$ cat config.mk
export PLATFORM = sky130hd
export DESIGN_NAME = reset_and_nmi_pin_control
export DESIGN_NICKNAME = d
export VERILOG_FILES = /design/src/hdl/rst_nmi_pkg.sv /design/src/hdl/reset_and_nmi_pin_control.sv
export SDC_FILE = /design/constraint.sdc
export NUM_CORES = 1
export LEC_CHECK = 0
export ABC_AREA = 1
export CORE_MARGIN = 8
export CORE_UTILIZATION = 55
export CTS_BUF_LIST = sky130_fd_sc_hd__clkbuf_2
export DETAILED_ROUTE_END_ITERATION = 16
export DONT_BUFFER_PORTS = 1
export GPL_ROUTABILITY_DRIVEN = 0
export PLACE_DENSITY = 0.67
export SYNTH_ARGS = -nofsm -noshare
export SYNTH_HDL_FRONTEND = slang
export SYNTH_SLANG_ARGS = --single-unit
$ cat constraint.sdc
create_clock -name aclk -period 3.4 [get_ports aclk]
set_clock_uncertainty 0.05 [all_clocks]
set_input_delay 0.34 -clock aclk [delete_from_list [all_inputs] [get_ports aclk]]
set_output_delay 0.34 -clock aclk [all_outputs]
set_load 0.02 [all_outputs]
$ cat src/hdl/rst_nmi_pkg.sv
package rst_nmi_pkg;

  // Register byte offsets
  localparam logic [3:0] CTRL_OFFSET = 4'h0;
  localparam logic [3:0] STATUS_OFFSET = 4'h4;

  // Control field positions
  localparam int CTRL_BIDIR_BIT = 0;
  localparam int CTRL_PD_CFG_BIT = 1;
  localparam int CTRL_OSC_OFF_BIT = 2;
  localparam int CTRL_SWRST_BIT = 3;

  // Status field positions
  localparam int STAT_RSTIND_BIT = 0;
  localparam int STAT_SEQ_BIT = 1;
  localparam int STAT_PD_BIT = 2;
  localparam int STAT_SYNCRST_BIT = 3;
  localparam int STAT_CAUSE_LSB = 4;

  // Values after reset
  localparam logic [2:0] CTRL_RESET = 3'h0;
  localparam logic [2:0] CAUSE_RESET = 3'h0;

  // Reset cause one-hot codes
  localparam logic [2:0] CAUSE_HW = 3'h1;
  localparam logic [2:0] CAUSE_SW = 3'h2;
  localparam logic [2:0] CAUSE_WDT = 3'h4;

  // AXI responses
  localparam logic [1:0] RESP_OKAY = 2'h0;
  localparam logic [1:0] RESP_SLVERR = 2'h2;

  // Timing
  localparam int CLK_PERIOD_PS = 4000;
  localparam int PIN_RESET_MIN_NS = 1000;
  localparam int PIN_RESET_MIN_CYCLES =
    (PIN_RESET_MIN_NS * 1000 + CLK_PERIOD_PS - 1) / CLK_PERIOD_PS;
  localparam int RESET_SEQ_CYCLES_DEF = 1024;
  localparam int CNT_W = 16;

  typedef enum logic [3:0] {
    st_in_reset = 4'h1,
    st_wait_init = 4'h2,
    st_running = 4'h4,
    st_powered_down = 4'h8
  } mode_type;

  typedef struct packed {
    mode_type mode;
    logic [CNT_W-1:0] seq_cnt;
    logic [CNT_W-1:0] filt_cnt;
    logic bidir_en;
    logic powerdown_config_bit;
    logic osc_off;
    logic sync_reset_mode;
    logic [2:0] cause;
    logic nmi_prev;
    logic nmi_trap;
    logic aw_held;
    logic [3:0] aw_addr;
    logic w_held;
    logic [31:0] w_data;
    logic [3:0] w_strb;
    logic bvalid;
    logic [1:0] bresp;
    logic rvalid;
    logic [31:0] rdata;
    logic [1:0] rresp;
  } state_type;

endpackage

$ cat src/hdl/reset_and_nmi_pin_control.sv
`timescale 1ns/1ps
// How it works
// Low reset pin long enough starts reset
// Bidirectional mode drives reset pin low
// Indication low on hardware, software, watchdog reset
// Indication stays low until end-of-init
// Falling interrupt pin raises trap request, except during the reset sequence
// Power-down entered with interrupt pin low, or with the power-down config bit set
// Interrupt pin high: power-down instruction ignored unless the power-down config bit is set
// Software sets oscillator off when unused
// Timing pin picks reset mode, times wake
// Pin released when reset sequence ends
module reset_and_nmi_pin_control #(
  parameter int RESET_SEQ_CYCLES = rst_nmi_pkg::RESET_SEQ_CYCLES_DEF
) (
  input wire logic aclk,
  input wire logic aresetn,
  input wire logic [31:0] s_axi_awaddr,
  input wire logic s_axi_awvalid,
  output logic s_axi_awready,
  input wire logic [31:0] s_axi_wdata,
  input wire logic [3:0] s_axi_wstrb,
  input wire logic s_axi_wvalid,
  output logic s_axi_wready,
  output logic [1:0] s_axi_bresp,
  output logic s_axi_bvalid,
  input wire logic s_axi_bready,
  input wire logic [31:0] s_axi_araddr,
  input wire logic s_axi_arvalid,
  output logic s_axi_arready,
  output logic [31:0] s_axi_rdata,
  output logic [1:0] s_axi_rresp,
  output logic s_axi_rvalid,
  input wire logic s_axi_rready,
  input wire logic ext_reset_in_n_i,
  output logic ext_reset_in_n_o,
  output logic ext_reset_in_n_oe,
  output logic reset_indication_out_n,
  input wire logic nmi_pin,
  input wire logic powerdown_timing_pin,
  input wire logic watchdog_reset_req,
  input wire logic end_of_init_instruction,
  input wire logic powerdown_instruction,
  output logic internal_reset,
  output logic nmi_trap_req,
  output logic powerdown_active,
  output logic sync_reset_mode,
  output logic lowfreq_osc_off
);

  // Reject sequence lengths that the counter cannot hold
  if (RESET_SEQ_CYCLES < 1 || RESET_SEQ_CYCLES >= (1 << rst_nmi_pkg::CNT_W)) begin : g_seq_check
    $error("RESET_SEQ_CYCLES out of range");
  end

  localparam logic [rst_nmi_pkg::CNT_W-1:0] SEQ_LAST = rst_nmi_pkg::CNT_W'(RESET_SEQ_CYCLES - 1);
  localparam logic [rst_nmi_pkg::CNT_W-1:0] FILT_LAST =
    rst_nmi_pkg::CNT_W'(rst_nmi_pkg::PIN_RESET_MIN_CYCLES - 1);

  rst_nmi_pkg::state_type state_ff;
  rst_nmi_pkg::state_type nxt_state;
  logic in_seq;
  logic hw_reset;
  logic sw_reset;
  logic nmi_fall;
  logic do_write;
  logic do_read;
  logic [31:0] status_word;
  logic [31:0] ctrl_word;
  logic [3:0] rd_addr;

  assign in_seq = (state_ff.mode == rst_nmi_pkg::st_in_reset);
  assign nmi_fall = state_ff.nmi_prev & ~nmi_pin;
  assign do_write = state_ff.aw_held & state_ff.w_held & ~state_ff.bvalid;
  assign do_read = s_axi_arvalid & ~state_ff.rvalid;
  assign rd_addr = s_axi_araddr[3:0];
  assign sw_reset = do_write && state_ff.aw_addr == rst_nmi_pkg::CTRL_OFFSET
    && state_ff.w_strb[0] && state_ff.w_data[rst_nmi_pkg::CTRL_SWRST_BIT];
  // Own drive of the pin is not mistaken for an outside reset
  assign hw_reset = ~ext_reset_in_n_i & ~ext_reset_in_n_oe
    & (state_ff.filt_cnt == FILT_LAST);

  always_comb begin
    ctrl_word = '0;
    ctrl_word[rst_nmi_pkg::CTRL_BIDIR_BIT] = state_ff.bidir_en;
    ctrl_word[rst_nmi_pkg::CTRL_PD_CFG_BIT] = state_ff.powerdown_config_bit;
    ctrl_word[rst_nmi_pkg::CTRL_OSC_OFF_BIT] = state_ff.osc_off;
    status_word = '0;
    status_word[rst_nmi_pkg::STAT_RSTIND_BIT] = ~reset_indication_out_n;
    status_word[rst_nmi_pkg::STAT_SEQ_BIT] = in_seq;
    status_word[rst_nmi_pkg::STAT_PD_BIT] = powerdown_active;
    status_word[rst_nmi_pkg::STAT_SYNCRST_BIT] = state_ff.sync_reset_mode;
    status_word[rst_nmi_pkg::STAT_CAUSE_LSB +: 3] = state_ff.cause;
  end

  always_comb begin
    nxt_state = state_ff;
    nxt_state.nmi_prev = nmi_pin;
    nxt_state.nmi_trap = nmi_fall & ~in_seq;
    // Minimum-duration filter on the reset pin
    if (~ext_reset_in_n_i & ~ext_reset_in_n_oe) begin
      if (state_ff.filt_cnt != FILT_LAST) begin
        nxt_state.filt_cnt = state_ff.filt_cnt + 1'b1;
      end
    end else begin
      nxt_state.filt_cnt = '0;
    end
    unique case (state_ff.mode)
      rst_nmi_pkg::st_in_reset: begin
        if (state_ff.seq_cnt == SEQ_LAST) begin
          nxt_state.mode = rst_nmi_pkg::st_wait_init;
          nxt_state.sync_reset_mode = powerdown_timing_pin;
        end else begin
          nxt_state.seq_cnt = state_ff.seq_cnt + 1'b1;
        end
      end
      rst_nmi_pkg::st_wait_init: begin
        if (end_of_init_instruction) begin
          nxt_state.mode = rst_nmi_pkg::st_running;
        end
      end
      rst_nmi_pkg::st_running: begin
        if (powerdown_instruction && (state_ff.powerdown_config_bit || ~nmi_pin)) begin
          nxt_state.mode = rst_nmi_pkg::st_powered_down;
        end
      end
      rst_nmi_pkg::st_powered_down: begin
        // Interruptible power-down wakes on interrupt once timing pin is high
        if (state_ff.powerdown_config_bit && nmi_fall && powerdown_timing_pin) begin
          nxt_state.mode = rst_nmi_pkg::st_running;
        end
      end
      default: begin
        nxt_state.mode = rst_nmi_pkg::st_in_reset;
      end
    endcase
    if (hw_reset || sw_reset || watchdog_reset_req) begin
      nxt_state.mode = rst_nmi_pkg::st_in_reset;
      nxt_state.seq_cnt = '0;
      nxt_state.filt_cnt = '0;
      nxt_state.cause = hw_reset ? rst_nmi_pkg::CAUSE_HW :
        (watchdog_reset_req ? rst_nmi_pkg::CAUSE_WDT : rst_nmi_pkg::CAUSE_SW);
    end
    // Write channel: address and data taken in either order
    if (s_axi_awvalid && s_axi_awready) begin
      nxt_state.aw_held = 1'b1;
      nxt_state.aw_addr = s_axi_awaddr[3:0];
    end
    if (s_axi_wvalid && s_axi_wready) begin
      nxt_state.w_held = 1'b1;
      nxt_state.w_data = s_axi_wdata;
      nxt_state.w_strb = s_axi_wstrb;
    end
    if (do_write) begin
      nxt_state.aw_held = 1'b0;
      nxt_state.w_held = 1'b0;
      nxt_state.bvalid = 1'b1;
      nxt_state.bresp = rst_nmi_pkg::RESP_OKAY;
      if (state_ff.aw_addr == rst_nmi_pkg::CTRL_OFFSET) begin
        if (state_ff.w_strb[0]) begin
          nxt_state.bidir_en = state_ff.w_data[rst_nmi_pkg::CTRL_BIDIR_BIT];
          nxt_state.powerdown_config_bit = state_ff.w_data[rst_nmi_pkg::CTRL_PD_CFG_BIT];
          nxt_state.osc_off = state_ff.w_data[rst_nmi_pkg::CTRL_OSC_OFF_BIT];
        end
      end else if (state_ff.aw_addr != rst_nmi_pkg::STATUS_OFFSET) begin
        nxt_state.bresp = rst_nmi_pkg::RESP_SLVERR;
      end
    end
    if (state_ff.bvalid && s_axi_bready) begin
      nxt_state.bvalid = 1'b0;
    end
    if (do_read) begin
      nxt_state.rvalid = 1'b1;
      nxt_state.rresp = rst_nmi_pkg::RESP_OKAY;
      if (rd_addr == rst_nmi_pkg::CTRL_OFFSET) begin
        nxt_state.rdata = ctrl_word;
      end else if (rd_addr == rst_nmi_pkg::STATUS_OFFSET) begin
        nxt_state.rdata = status_word;
      end else begin
        nxt_state.rdata = '0;
        nxt_state.rresp = rst_nmi_pkg::RESP_SLVERR;
      end
    end else if (state_ff.rvalid && s_axi_rready) begin
      nxt_state.rvalid = 1'b0;
    end
  end

  always_ff @(posedge aclk) begin
    if (!aresetn) begin
      state_ff <= '0;
      state_ff.mode <= rst_nmi_pkg::st_in_reset;
      state_ff.bidir_en <= rst_nmi_pkg::CTRL_RESET[rst_nmi_pkg::CTRL_BIDIR_BIT];
      state_ff.powerdown_config_bit <= rst_nmi_pkg::CTRL_RESET[rst_nmi_pkg::CTRL_PD_CFG_BIT];
      state_ff.osc_off <= rst_nmi_pkg::CTRL_RESET[rst_nmi_pkg::CTRL_OSC_OFF_BIT];
      state_ff.cause <= rst_nmi_pkg::CAUSE_RESET;
      state_ff.nmi_prev <= 1'b1;
    end else begin
      state_ff <= nxt_state;
    end
  end

  assign s_axi_awready = ~state_ff.aw_held & ~state_ff.bvalid;
  assign s_axi_wready = ~state_ff.w_held & ~state_ff.bvalid;
  assign s_axi_bvalid = state_ff.bvalid;
  assign s_axi_bresp = state_ff.bresp;
  assign s_axi_arready = ~state_ff.rvalid;
  assign s_axi_rvalid = state_ff.rvalid;
  assign s_axi_rdata = state_ff.rdata;
  assign s_axi_rresp = state_ff.rresp;

  assign ext_reset_in_n_o = 1'b0;
  assign ext_reset_in_n_oe = in_seq & state_ff.bidir_en;
  assign reset_indication_out_n = ~(in_seq | (state_ff.mode == rst_nmi_pkg::st_wait_init));
  assign internal_reset = in_seq;
  assign nmi_trap_req = state_ff.nmi_trap;
  assign powerdown_active = (state_ff.mode == rst_nmi_pkg::st_powered_down);
  assign sync_reset_mode = state_ff.sync_reset_mode;
  assign lowfreq_osc_off = state_ff.osc_off;

endmodule // reset_and_nmi_pin_control

**After elaboration in Yosys (flattened, before gate mapping)**

Cells that the tools add are included.

- $add $sub $neg: 2
- Equality and inequality tests: 13
- Multiplexer cells: 15
- Bitwise operators: 23
- Reduce and logical (&&, ||, !) cells: 24

Operators by type and width:

| kind | count |
|---|---|
| $add A16 B1 Y16 const B | 2 |
| $eq A16 B10 Y1 const B | 1 |
| $eq A16 B8 Y1 const B | 1 |
| $mux W4 | 4 |
| $ne A16 B8 Y1 const B | 1 |
| $pmux W4 S4 | 1 |
| $mux W7 | 2 |
| $not A1 Y1 | 12 |
| $and A1 B1 Y1 | 10 |
| $logic_and A1 B1 Y1 | 10 |
| $eq A4 B3 Y1 const B | 2 |
| $logic_not A4 Y1 | 2 |
| $mux W2 | 4 |
| $mux W3 | 2 |
| $reduce_or A2 Y1 | 3 |
| $eq A4 B1 Y1 const B | 1 |
| $eq A4 B2 Y1 const B | 1 |
| $eq A4 B4 Y1 const B | 1 |
| $ne A2 B1 Y1 const B | 2 |
| $ne A2 B2 Y1 const B | 2 |
| $ne A4 B3 Y1 const B | 1 |
| $reduce_and A2 Y1 | 2 |
| $reduce_and A4 Y1 | 1 |
| $logic_or A1 B1 Y1 | 3 |
| 5 further kinds | 6 |

- Register bits: 94
- Input port bits: 113
- Word-level logic and storage cells: 97

**Depth between registers and ports, before layout**

Gate-level depths: netlist of the first run.

- Depth after elaboration: 8
- Depth in mapped cells: 10

**Least setup slack after synthesis of the first run**

Ideal clock, no wire load.

- Path type: flip-flop to flip-flop
- Start point: reg state_ff[105] in the netlist's numbering
- End point: reg state_ff[121] in the netlist's numbering
- Setup time: 0.122 ns
- Arrival time: 1.298 ns
- Required time: 3.228 ns
- Slack: 1.930 ns
- Stages on the path, launching flop included: 10
- Period minus slack after synthesis: 1.470 ns
- Cells stage by stage: dfxtp_1 -> ha_1 -> nand3_1 -> nor2_1 -> nand2_2 -> nand2_4 -> inv_2 -> buf_6 -> nor2_1 -> nand3b_1

- Word-level cells in the longest chain between the ends: 3

RTL lines:

| element | RTL line | source |
|---|---|---|
| start, declared | reset_and_nmi_pin_control.sv:60 | `rst_nmi_pkg::state_type state_ff;` |
| start signal, assigned | reset_and_nmi_pin_control.sv:198 | `state_ff <= nxt_state;` |
| $eq A16 B10 Y1 | reset_and_nmi_pin_control.sv:110 | `if (state_ff.seq_cnt == SEQ_LAST) begin` |
| $ne A2 B1 Y1 (no source line) | - |  |
| $reduce_and A4 Y1 (no source line) | - |  |

No other way between the ends.
A chain may end at the register's enable or synchronous reset.

**Final worst setup path of the first run**

- Start point: reg state_ff[124] in the netlist's numbering
- End point: reg state_ff (netlist bit s_axi_rdata[0])

- Word-level cells in the longest chain between the ends: 4
- Elaborated cells on any way between the ends: 5
- Those cells by class: eq/ne: 2; mux: 2; bitwise: 1

RTL lines:

| element | RTL line | source |
|---|---|---|
| $eq A4 B1 Y1 or $eq A4 B2 Y1 (tied branches) | reset_and_nmi_pin_control.sv:72, reset_and_nmi_pin_control.sv:213 |  |
| $or A1 B1 Y1 * | reset_and_nmi_pin_control.sv:213 | `assign reset_indication_out_n = ~(in_seq \| (state_ff.mode == rst_nmi_pkg::st_wait_init));` |
| $mux W7 * | reset_and_nmi_pin_control.sv:177 | `end else if (rd_addr == rst_nmi_pkg::STATUS_OFFSET) begin` |
| $mux W7 * | reset_and_nmi_pin_control.sv:175 | `if (rd_addr == rst_nmi_pkg::CTRL_OFFSET) begin` |

Mark *: on every way between the ends. The rest lies on a longest branch, timed or not.

==> results of run 1 <==
-- power breakdown --
group | internal (mW) | total, mW | switching (mW)
Combinational | 0.0417 | 0.134 | 0.0921
Clock | 0.172 | 0.474 | 0.301
Sequential | 0.809 | 0.831 | 0.0223
-- worst max-delay path, stage by stage, from the launching register on --
cell and delay (ps):
dfxtp_1 360, nor2_2 160, nand2_1 190, nand2_1 170, nand3_1 90, dlygate4sd3_1 580
a31oi_1 120, dlygate4sd3_1 560
-- cell usage in the layout, fill, tap and decap left out, drive strengths merged, types with 2 or more instances in the layout --
| cell type | netlist | layout |
|---|---|---|
| a21oi | 35 | 35 |
| clkbuf | 3 | 10 |
| clkinv | 0 | 3 |
| clkinvlp | 0 | 2 |
| conb | 1 | 28 |
| dfxtp | 67 | 67 |
| dlygate4sd3 | 0 | 24 |
| ha | 3 | 3 |
| inv | 66 | 66 |
| nand2 | 107 | 107 |
| nand3 | 30 | 30 |
| nand4 | 9 | 9 |
| nor2 | 96 | 96 |
| nor3 | 8 | 8 |
| o21ai | 23 | 23 |
| o22ai | 2 | 2 |
| xnor2 | 7 | 7 |
| xor2 | 14 | 14 |
-- stage by stage --
stage	instances	area [sq um]
6_report	617	3820
5_1_grt	617	3820
4_1_cts	617	3820
3_5_place_dp	577	3470
3_3_place_gp	577	3470
2_1_floorplan	544	3710
-- layout make-up --
cell class | instances | area share (%)
clock buffers | 10 | 1.31
multi-input cells | 367 | 46.6
clock inverters | 6 | 1.73
inverters | 66 | 6.48
well taps | 77 | 2.52
repair buffers | 24 | 6.28
flip-flops and latches | 67 | 35.1
-- per-layer routing --
| layer | GRT usage, % | vias up | part of all wire [%] | wire, um |
|---|---|---|---|---|
| li1 | - | 1596 | - | - |
| met5 | 0 | - | 0 | 0 |
| met2 | 27.3 | 60 | 47 | 3600 |
| met4 | 5.21 | 0 | 1.2 | 91 |
| met1 | 19.6 | 1334 | 45 | 3510 |
| met3 | 6.76 | 9 | 6.7 | 518 |
-- path summary, 6_finish.rpt --
path | startpoint | cells past startpoint | to
worst max-delay path | state_ff[124] | 7 | s_axi_rdata[0]
worst min-delay path | powerdown_timing_pin | 3 | state_ff[124]
worst max register to register | state_ff[124] | 7 | s_axi_rdata[0]
worst min register to register | state_ff[83] | 2 | state_ff[83]
-- cell families after synthesis --
kind of cell,count (synthesis)
AND/OR/NAND/NOR,253
XOR/XNOR,21
AO/OA/AOI/OAI,62
adder cells (fa/ha/maj),3
buffers and inverters,110
other,1
flip-flops,67
==> out/qor.txt, run 1 <==
Slew headroom: 56.9%
Setup CP Type: reg -> reg
max FFs per register: 51
Synth async-reset ratio: 0%
VDD IR max: 245 uV
grt ovf: 0
hold_ws: 37.2 ps
vias in the first global route: 2970
most frequent cell after synthesis: nand2_1
# fillers: 603
FP Rows: 29
core box area: 6350 sq um
TritonCTS clock tree: yes
Max Fanout on Critical Path: 5
Final ANT Viol Nets: 0
global-route wire length before repair: 13.3 mm
post-synth top area cell: dfxtp_1
minimum clock period: 2320 ps
TNS Setup: 0 ps
status: complete, no violations
Skew-Pair Late Insertion Delay: 510 ps
leakage power: 1.53 nW
Final period util: 68.2%
Synth Area in Compound Gates: 9.49%
Final WS setup: 1080 ps
combinational family with the most area after synthesis: simple AND/OR/NAND/NOR gates
Multi-input gate area: 1780 sq um
syn avg cell area: 6.99 sq um
post-CTS setup repair buffer count: 0
CP endpoint kind: flip-flop
Worst-path clk slew: 180 ps
largest net degree at the start of global routing: 21
crit path DAT: 2730 ps
slew at the pin with the worst max-slew slack: 645 ps
final hold vios: 0
htree depth: 3
Tightest Hold Check Type: in -> reg
Worst R2R Setup Slack: 1080 ps
most frequent cells after synthesis: nand2_1, nor2_1, dfxtp_1
pwr/cell area: 376 nW/um^2
die area: 9420 sq um
fmax: 0.431 GHz
total global routing track utilization: 16.8%
Nets: 651
Die Height: 97.0 um
post-synthesis mux area share: 0%
total number of vias: 2999
Root Buffer: clkbuf_2
Post-synth EDFFs: 0
Longest Clk Path Bufs: 2
max_cap viols: 0
I/O pins: 162
die width: 97.0 um
Netlist cell types: 32
Post-Place Worst Slack: 1670 ps
Finished Core Util: 60.2%
I/O Buffers: 0
top-area cell type share of the netlist area: 37.1%
drt first pass iters: 4
via/cell ratio: 4.86
max-slew violations: 0
sequential-to-total area share from yosys stat: 37.1%
Post-Synthesis Cells: 517
hpwl dp: 5.62 mm
hold buffer count at CTS: 24
Remaining DRCs: 0
iteration-0 DRC count of the detailed router: 118
post-synthesis xor/xnor area fraction: 5.09%
Worst Setup Start Kind: flip-flop
Setup-failing EPs final: 0
Reg with most FFs: state_ff
Synth Area in Simple Gates: 30.8%
Starting Density: 56.9%
most area-consuming cells after synthesis: dfxtp_1, nand2_1, nor2_1
final WL: 7.72 mm
ys flop type: dfxtp_1
Synth Register Bits: 67
Pwr Total: 1.44 mW
area grow syn2layout: 5.85%
clk sink count: 67
Sequential Area: 1340 sq um
TritonCTS Buffers: 9
CP required: 3810 ps
Post-Synthesis Cell Area: 3610 sq um
Post-CTS Resized: 0
ANT cells: 0
fraction of layout cells with a size suffix above 1: 8.15%
WL/cell: 12.5 um
antenna violations before repair: 0
total number of yosys warnings: 0
unrepaired setup endpoints after global routing: false
post-synthesis adder-cell area fraction: 1.04%
Power figures use the tool's default switching activity.
==> inputs of run 2 (changes only) <==
--- a/config.mk
+++ b/config.mk
@@ -12,7 +12,7 @@
 export DETAILED_ROUTE_END_ITERATION = 16
 export DONT_BUFFER_PORTS = 1
 export GPL_ROUTABILITY_DRIVEN = 0
-export PLACE_DENSITY = 0.67
+export PLACE_DENSITY = 0.7
 export SYNTH_ARGS = -nofsm -noshare
 export SYNTH_HDL_FRONTEND = slang
 export SYNTH_SLANG_ARGS = --single-unit
==> constraint.sdc (replaced) <==
create_clock -name aclk -period 1.9 [get_ports aclk]
set_clock_uncertainty 0.05 [all_clocks]
set_input_delay 0.19 -clock aclk [delete_from_list [all_inputs] [get_ports aclk]]
set_output_delay 0.19 -clock aclk [all_outputs]
set_load 0.02 [all_outputs]
==> run 2 against run 1 <==
Compared with the run above:
- clock-buffer cell count down 1
- hold slack better by 190 ps
- cell count rose by 2.4%
- wire length increased by 1.6%
- maximum frequency is 28% higher
- register-to-register slack got worse by 990 ps
- clock power up 130%
- sequential power increased by 79%
- non-clock buffer count grew 15
- die area is the same
- power up 99%
- sequential share of layout area down 1.5 points
==> out/qor.txt, run 2 (synthesis gave the netlist of run 1 again) <==
final WL: 7.84 mm (was 7.72 mm)
Post-Place Worst Slack: 207 ps (was 1670 ps)
minimum clock period: 1810 ps (was 2320 ps)
antenna violations before repair: 0 (unchanged)
via/cell ratio: 4.88 (was 4.86)
crit-path cells: nand3_2, nor2_1, nand3_2, a21oi_1, nor2_1, dlygate4sd3_1 (was nor2_2, nand2_1, nand2_1, nand3_1, dlygate4sd3_1, a31oi_1, dlygate4sd3_1)
slew at the pin with the worst max-slew slack: 618 ps (was 645 ps)
TritonCTS clock tree: yes (unchanged)
Skew-Pair Late Insertion Delay: 520 ps (was 510 ps)
status: complete, no violations (unchanged)
crit path DAT: 2200 ps (was 2730 ps)
unrepaired setup endpoints after global routing: true (was false)
Cells after DPL: 585 (was 577)
TNS Setup: 0 ps (unchanged)
CP required: 2290 ps (was 3810 ps)
die area: 9420 sq um (unchanged)
I/O pins: 162 (unchanged)
Final period util: 95.4% (was 68.2%)
Worst Setup Start Kind: flip-flop (unchanged)
iteration-0 DRC count of the detailed router: 137 (was 118)
TritonCTS Buffers: 9 (unchanged)
Setup CP Type: reg -> reg (unchanged)
global-route wire length before repair: 13.3 mm (about the same)
die width: 97.0 um (unchanged)
grt ovf: 0 (unchanged)
post-CTS setup repair buffer count: 0 (unchanged)
VDD IR max: 589 uV (was 245 uV)
Max Fanout on Critical Path: 5 (unchanged)
Final ANT Viol Nets: 0 (unchanged)
Tightest Hold Check Type: in -> reg (unchanged)
CP endpoint kind: flip-flop (unchanged)
critical path's largest stage delay: 550 ps (was 580 ps)
Nets: 666 (was 651)
CP max stage cell: dlygate4sd3_1 (unchanged)
area grow syn2layout: 11.1% (was 5.85%)
most frequent cells in the layout: nand2_1, nor2_1, dfxtp_1 (unchanged)
WL/cell: 12.4 um (was 12.5 um)
ANT cells: 0 (unchanged)
commonest non-fill, non-tap cell in the layout: nand2_1 (unchanged)
Multi-input gate area: 1790 sq um (was 1780 sq um)
core box area: 6350 sq um (unchanged)
Final WS setup: 87.9 ps (was 1080 ps)
pwr/cell area: 713 nW/um^2 (was 376 nW/um^2)
leakage power: 1.62 nW (was 1.53 nW)
clk sink count: 67 (unchanged)
Sequential Area: 1350 sq um (was 1340 sq um)
drt first pass iters: 4 (unchanged)
Die Height: 97.0 um (unchanged)
Remaining DRCs: 0 (unchanged)
total global routing track utilization: 16.6% (was 16.8%)
Finished Core Util: 63.2% (was 60.2%)
max_cap viols: 0 (unchanged)
Setup-failing EPs final: 0 (unchanged)
non-filler instance count after layout: 632 (was 617)
Slew headroom: 58.8% (was 56.9%)
Starting Density: 56.9% (unchanged)
I/O Buffers: 0 (unchanged)
fmax: 0.552 GHz (was 0.431 GHz)
final hold vios: 0 (unchanged)
fraction of layout cells with a size suffix above 1: 10.6% (was 8.15%)
htree depth: 3 (unchanged)
Worst-path clk slew: 200 ps (was 180 ps)
max-slew violations: 0 (unchanged)
Root Buffer: clkbuf_2 (unchanged)
vias in the first global route: 2943 (was 2970)
max FFs per register: 51 (unchanged)
Longest Clk Path Bufs: 2 (unchanged)
FP Rows: 29 (unchanged)
total number of vias: 3086 (was 2999)
# fillers: 578 (was 603)
largest net degree at the start of global routing: 20 (was 21)
hpwl dp: 5.49 mm (was 5.62 mm)
Pwr Total: 2.86 mW (was 1.44 mW)
Reg with most FFs: state_ff (unchanged)
## run 2: cell count changes in the layout (fill, tap and decap cells not counted), moves of 2 or more
cell           delta
dlygate4sd3_1     +6
dfxtp_1           -4
bufinv_16         +2
nand2_1           -2
nor2_2            +2
clkinv_4          -2
nor2_1            -2
nand2_2           +2
dfxtp_2           +4
buf_4             +8
## run 2: final cells by class
type | instances | area share, %
Clock buffer | 9 | 1.12
Clock inverter | 7 | 2.84
Inverter | 66 | 6.17
Multi-Input combinational cell | 367 | 44.6
Sequential cell | 67 | 33.5
Tap cell | 77 | 2.40
Timing Repair Buffer | 39 | 9.29
## run 2: critical path, delay by kind of cell, from the launching register on
kind	cells	cell delay, ps
buf+inv	1	550
compound gates	1	170
simple gates	4	550
flops	1	410
## run 2: what timing repair did
| item | 4_1_cts | 5_1_grt |
|---|---|---|
| hold endpoints to repair | 45 | 0 |
| hold buffers | 31 | 0 |
| endpoints found under the setup margin | 0 | 19 |
| resized for setup | 0 | 10 |
## run 2: power by group
group          internal [mW]  switching [mW]  leakage [nW]
Sequential              1.45          0.0391         0.547
Clock                  0.563           0.539        0.0876
Combinational          0.100           0.175         0.989
## run 2: path summary, 6_finish.rpt
check | slack, ps | endpoint | depth (start not counted) | start
worst max register to register | 90 | state_ff[84] | 6 | state_ff[74]
worst min-delay path | 230 | state_ff[81] | 2 | aresetn
worst min register to register | 430 | s_axi_rdata[6] | 2 | state_ff[84]
worst max-delay path | 90 | state_ff[84] | 6 | state_ff[74]
## run 2: metrics by stage
stage	hold WS, ps	instance area [sq um]
finish	227	4010
detailed placement	220	3530
CTS	205	4000
global placement	218	3530
floorplan	257	3710
global route	192	4010
## run 2: per-layer routing
metal / track usage [%] / up-vias / wire length, um
met5: 0 / - / 0
met4: 5.68 / 0 / 102
met3: 5.55 / 9 / 531
met2: 28.0 / 66 / 3700
met1: 19.1 / 1396 / 3510
li1: - / 1615 / -
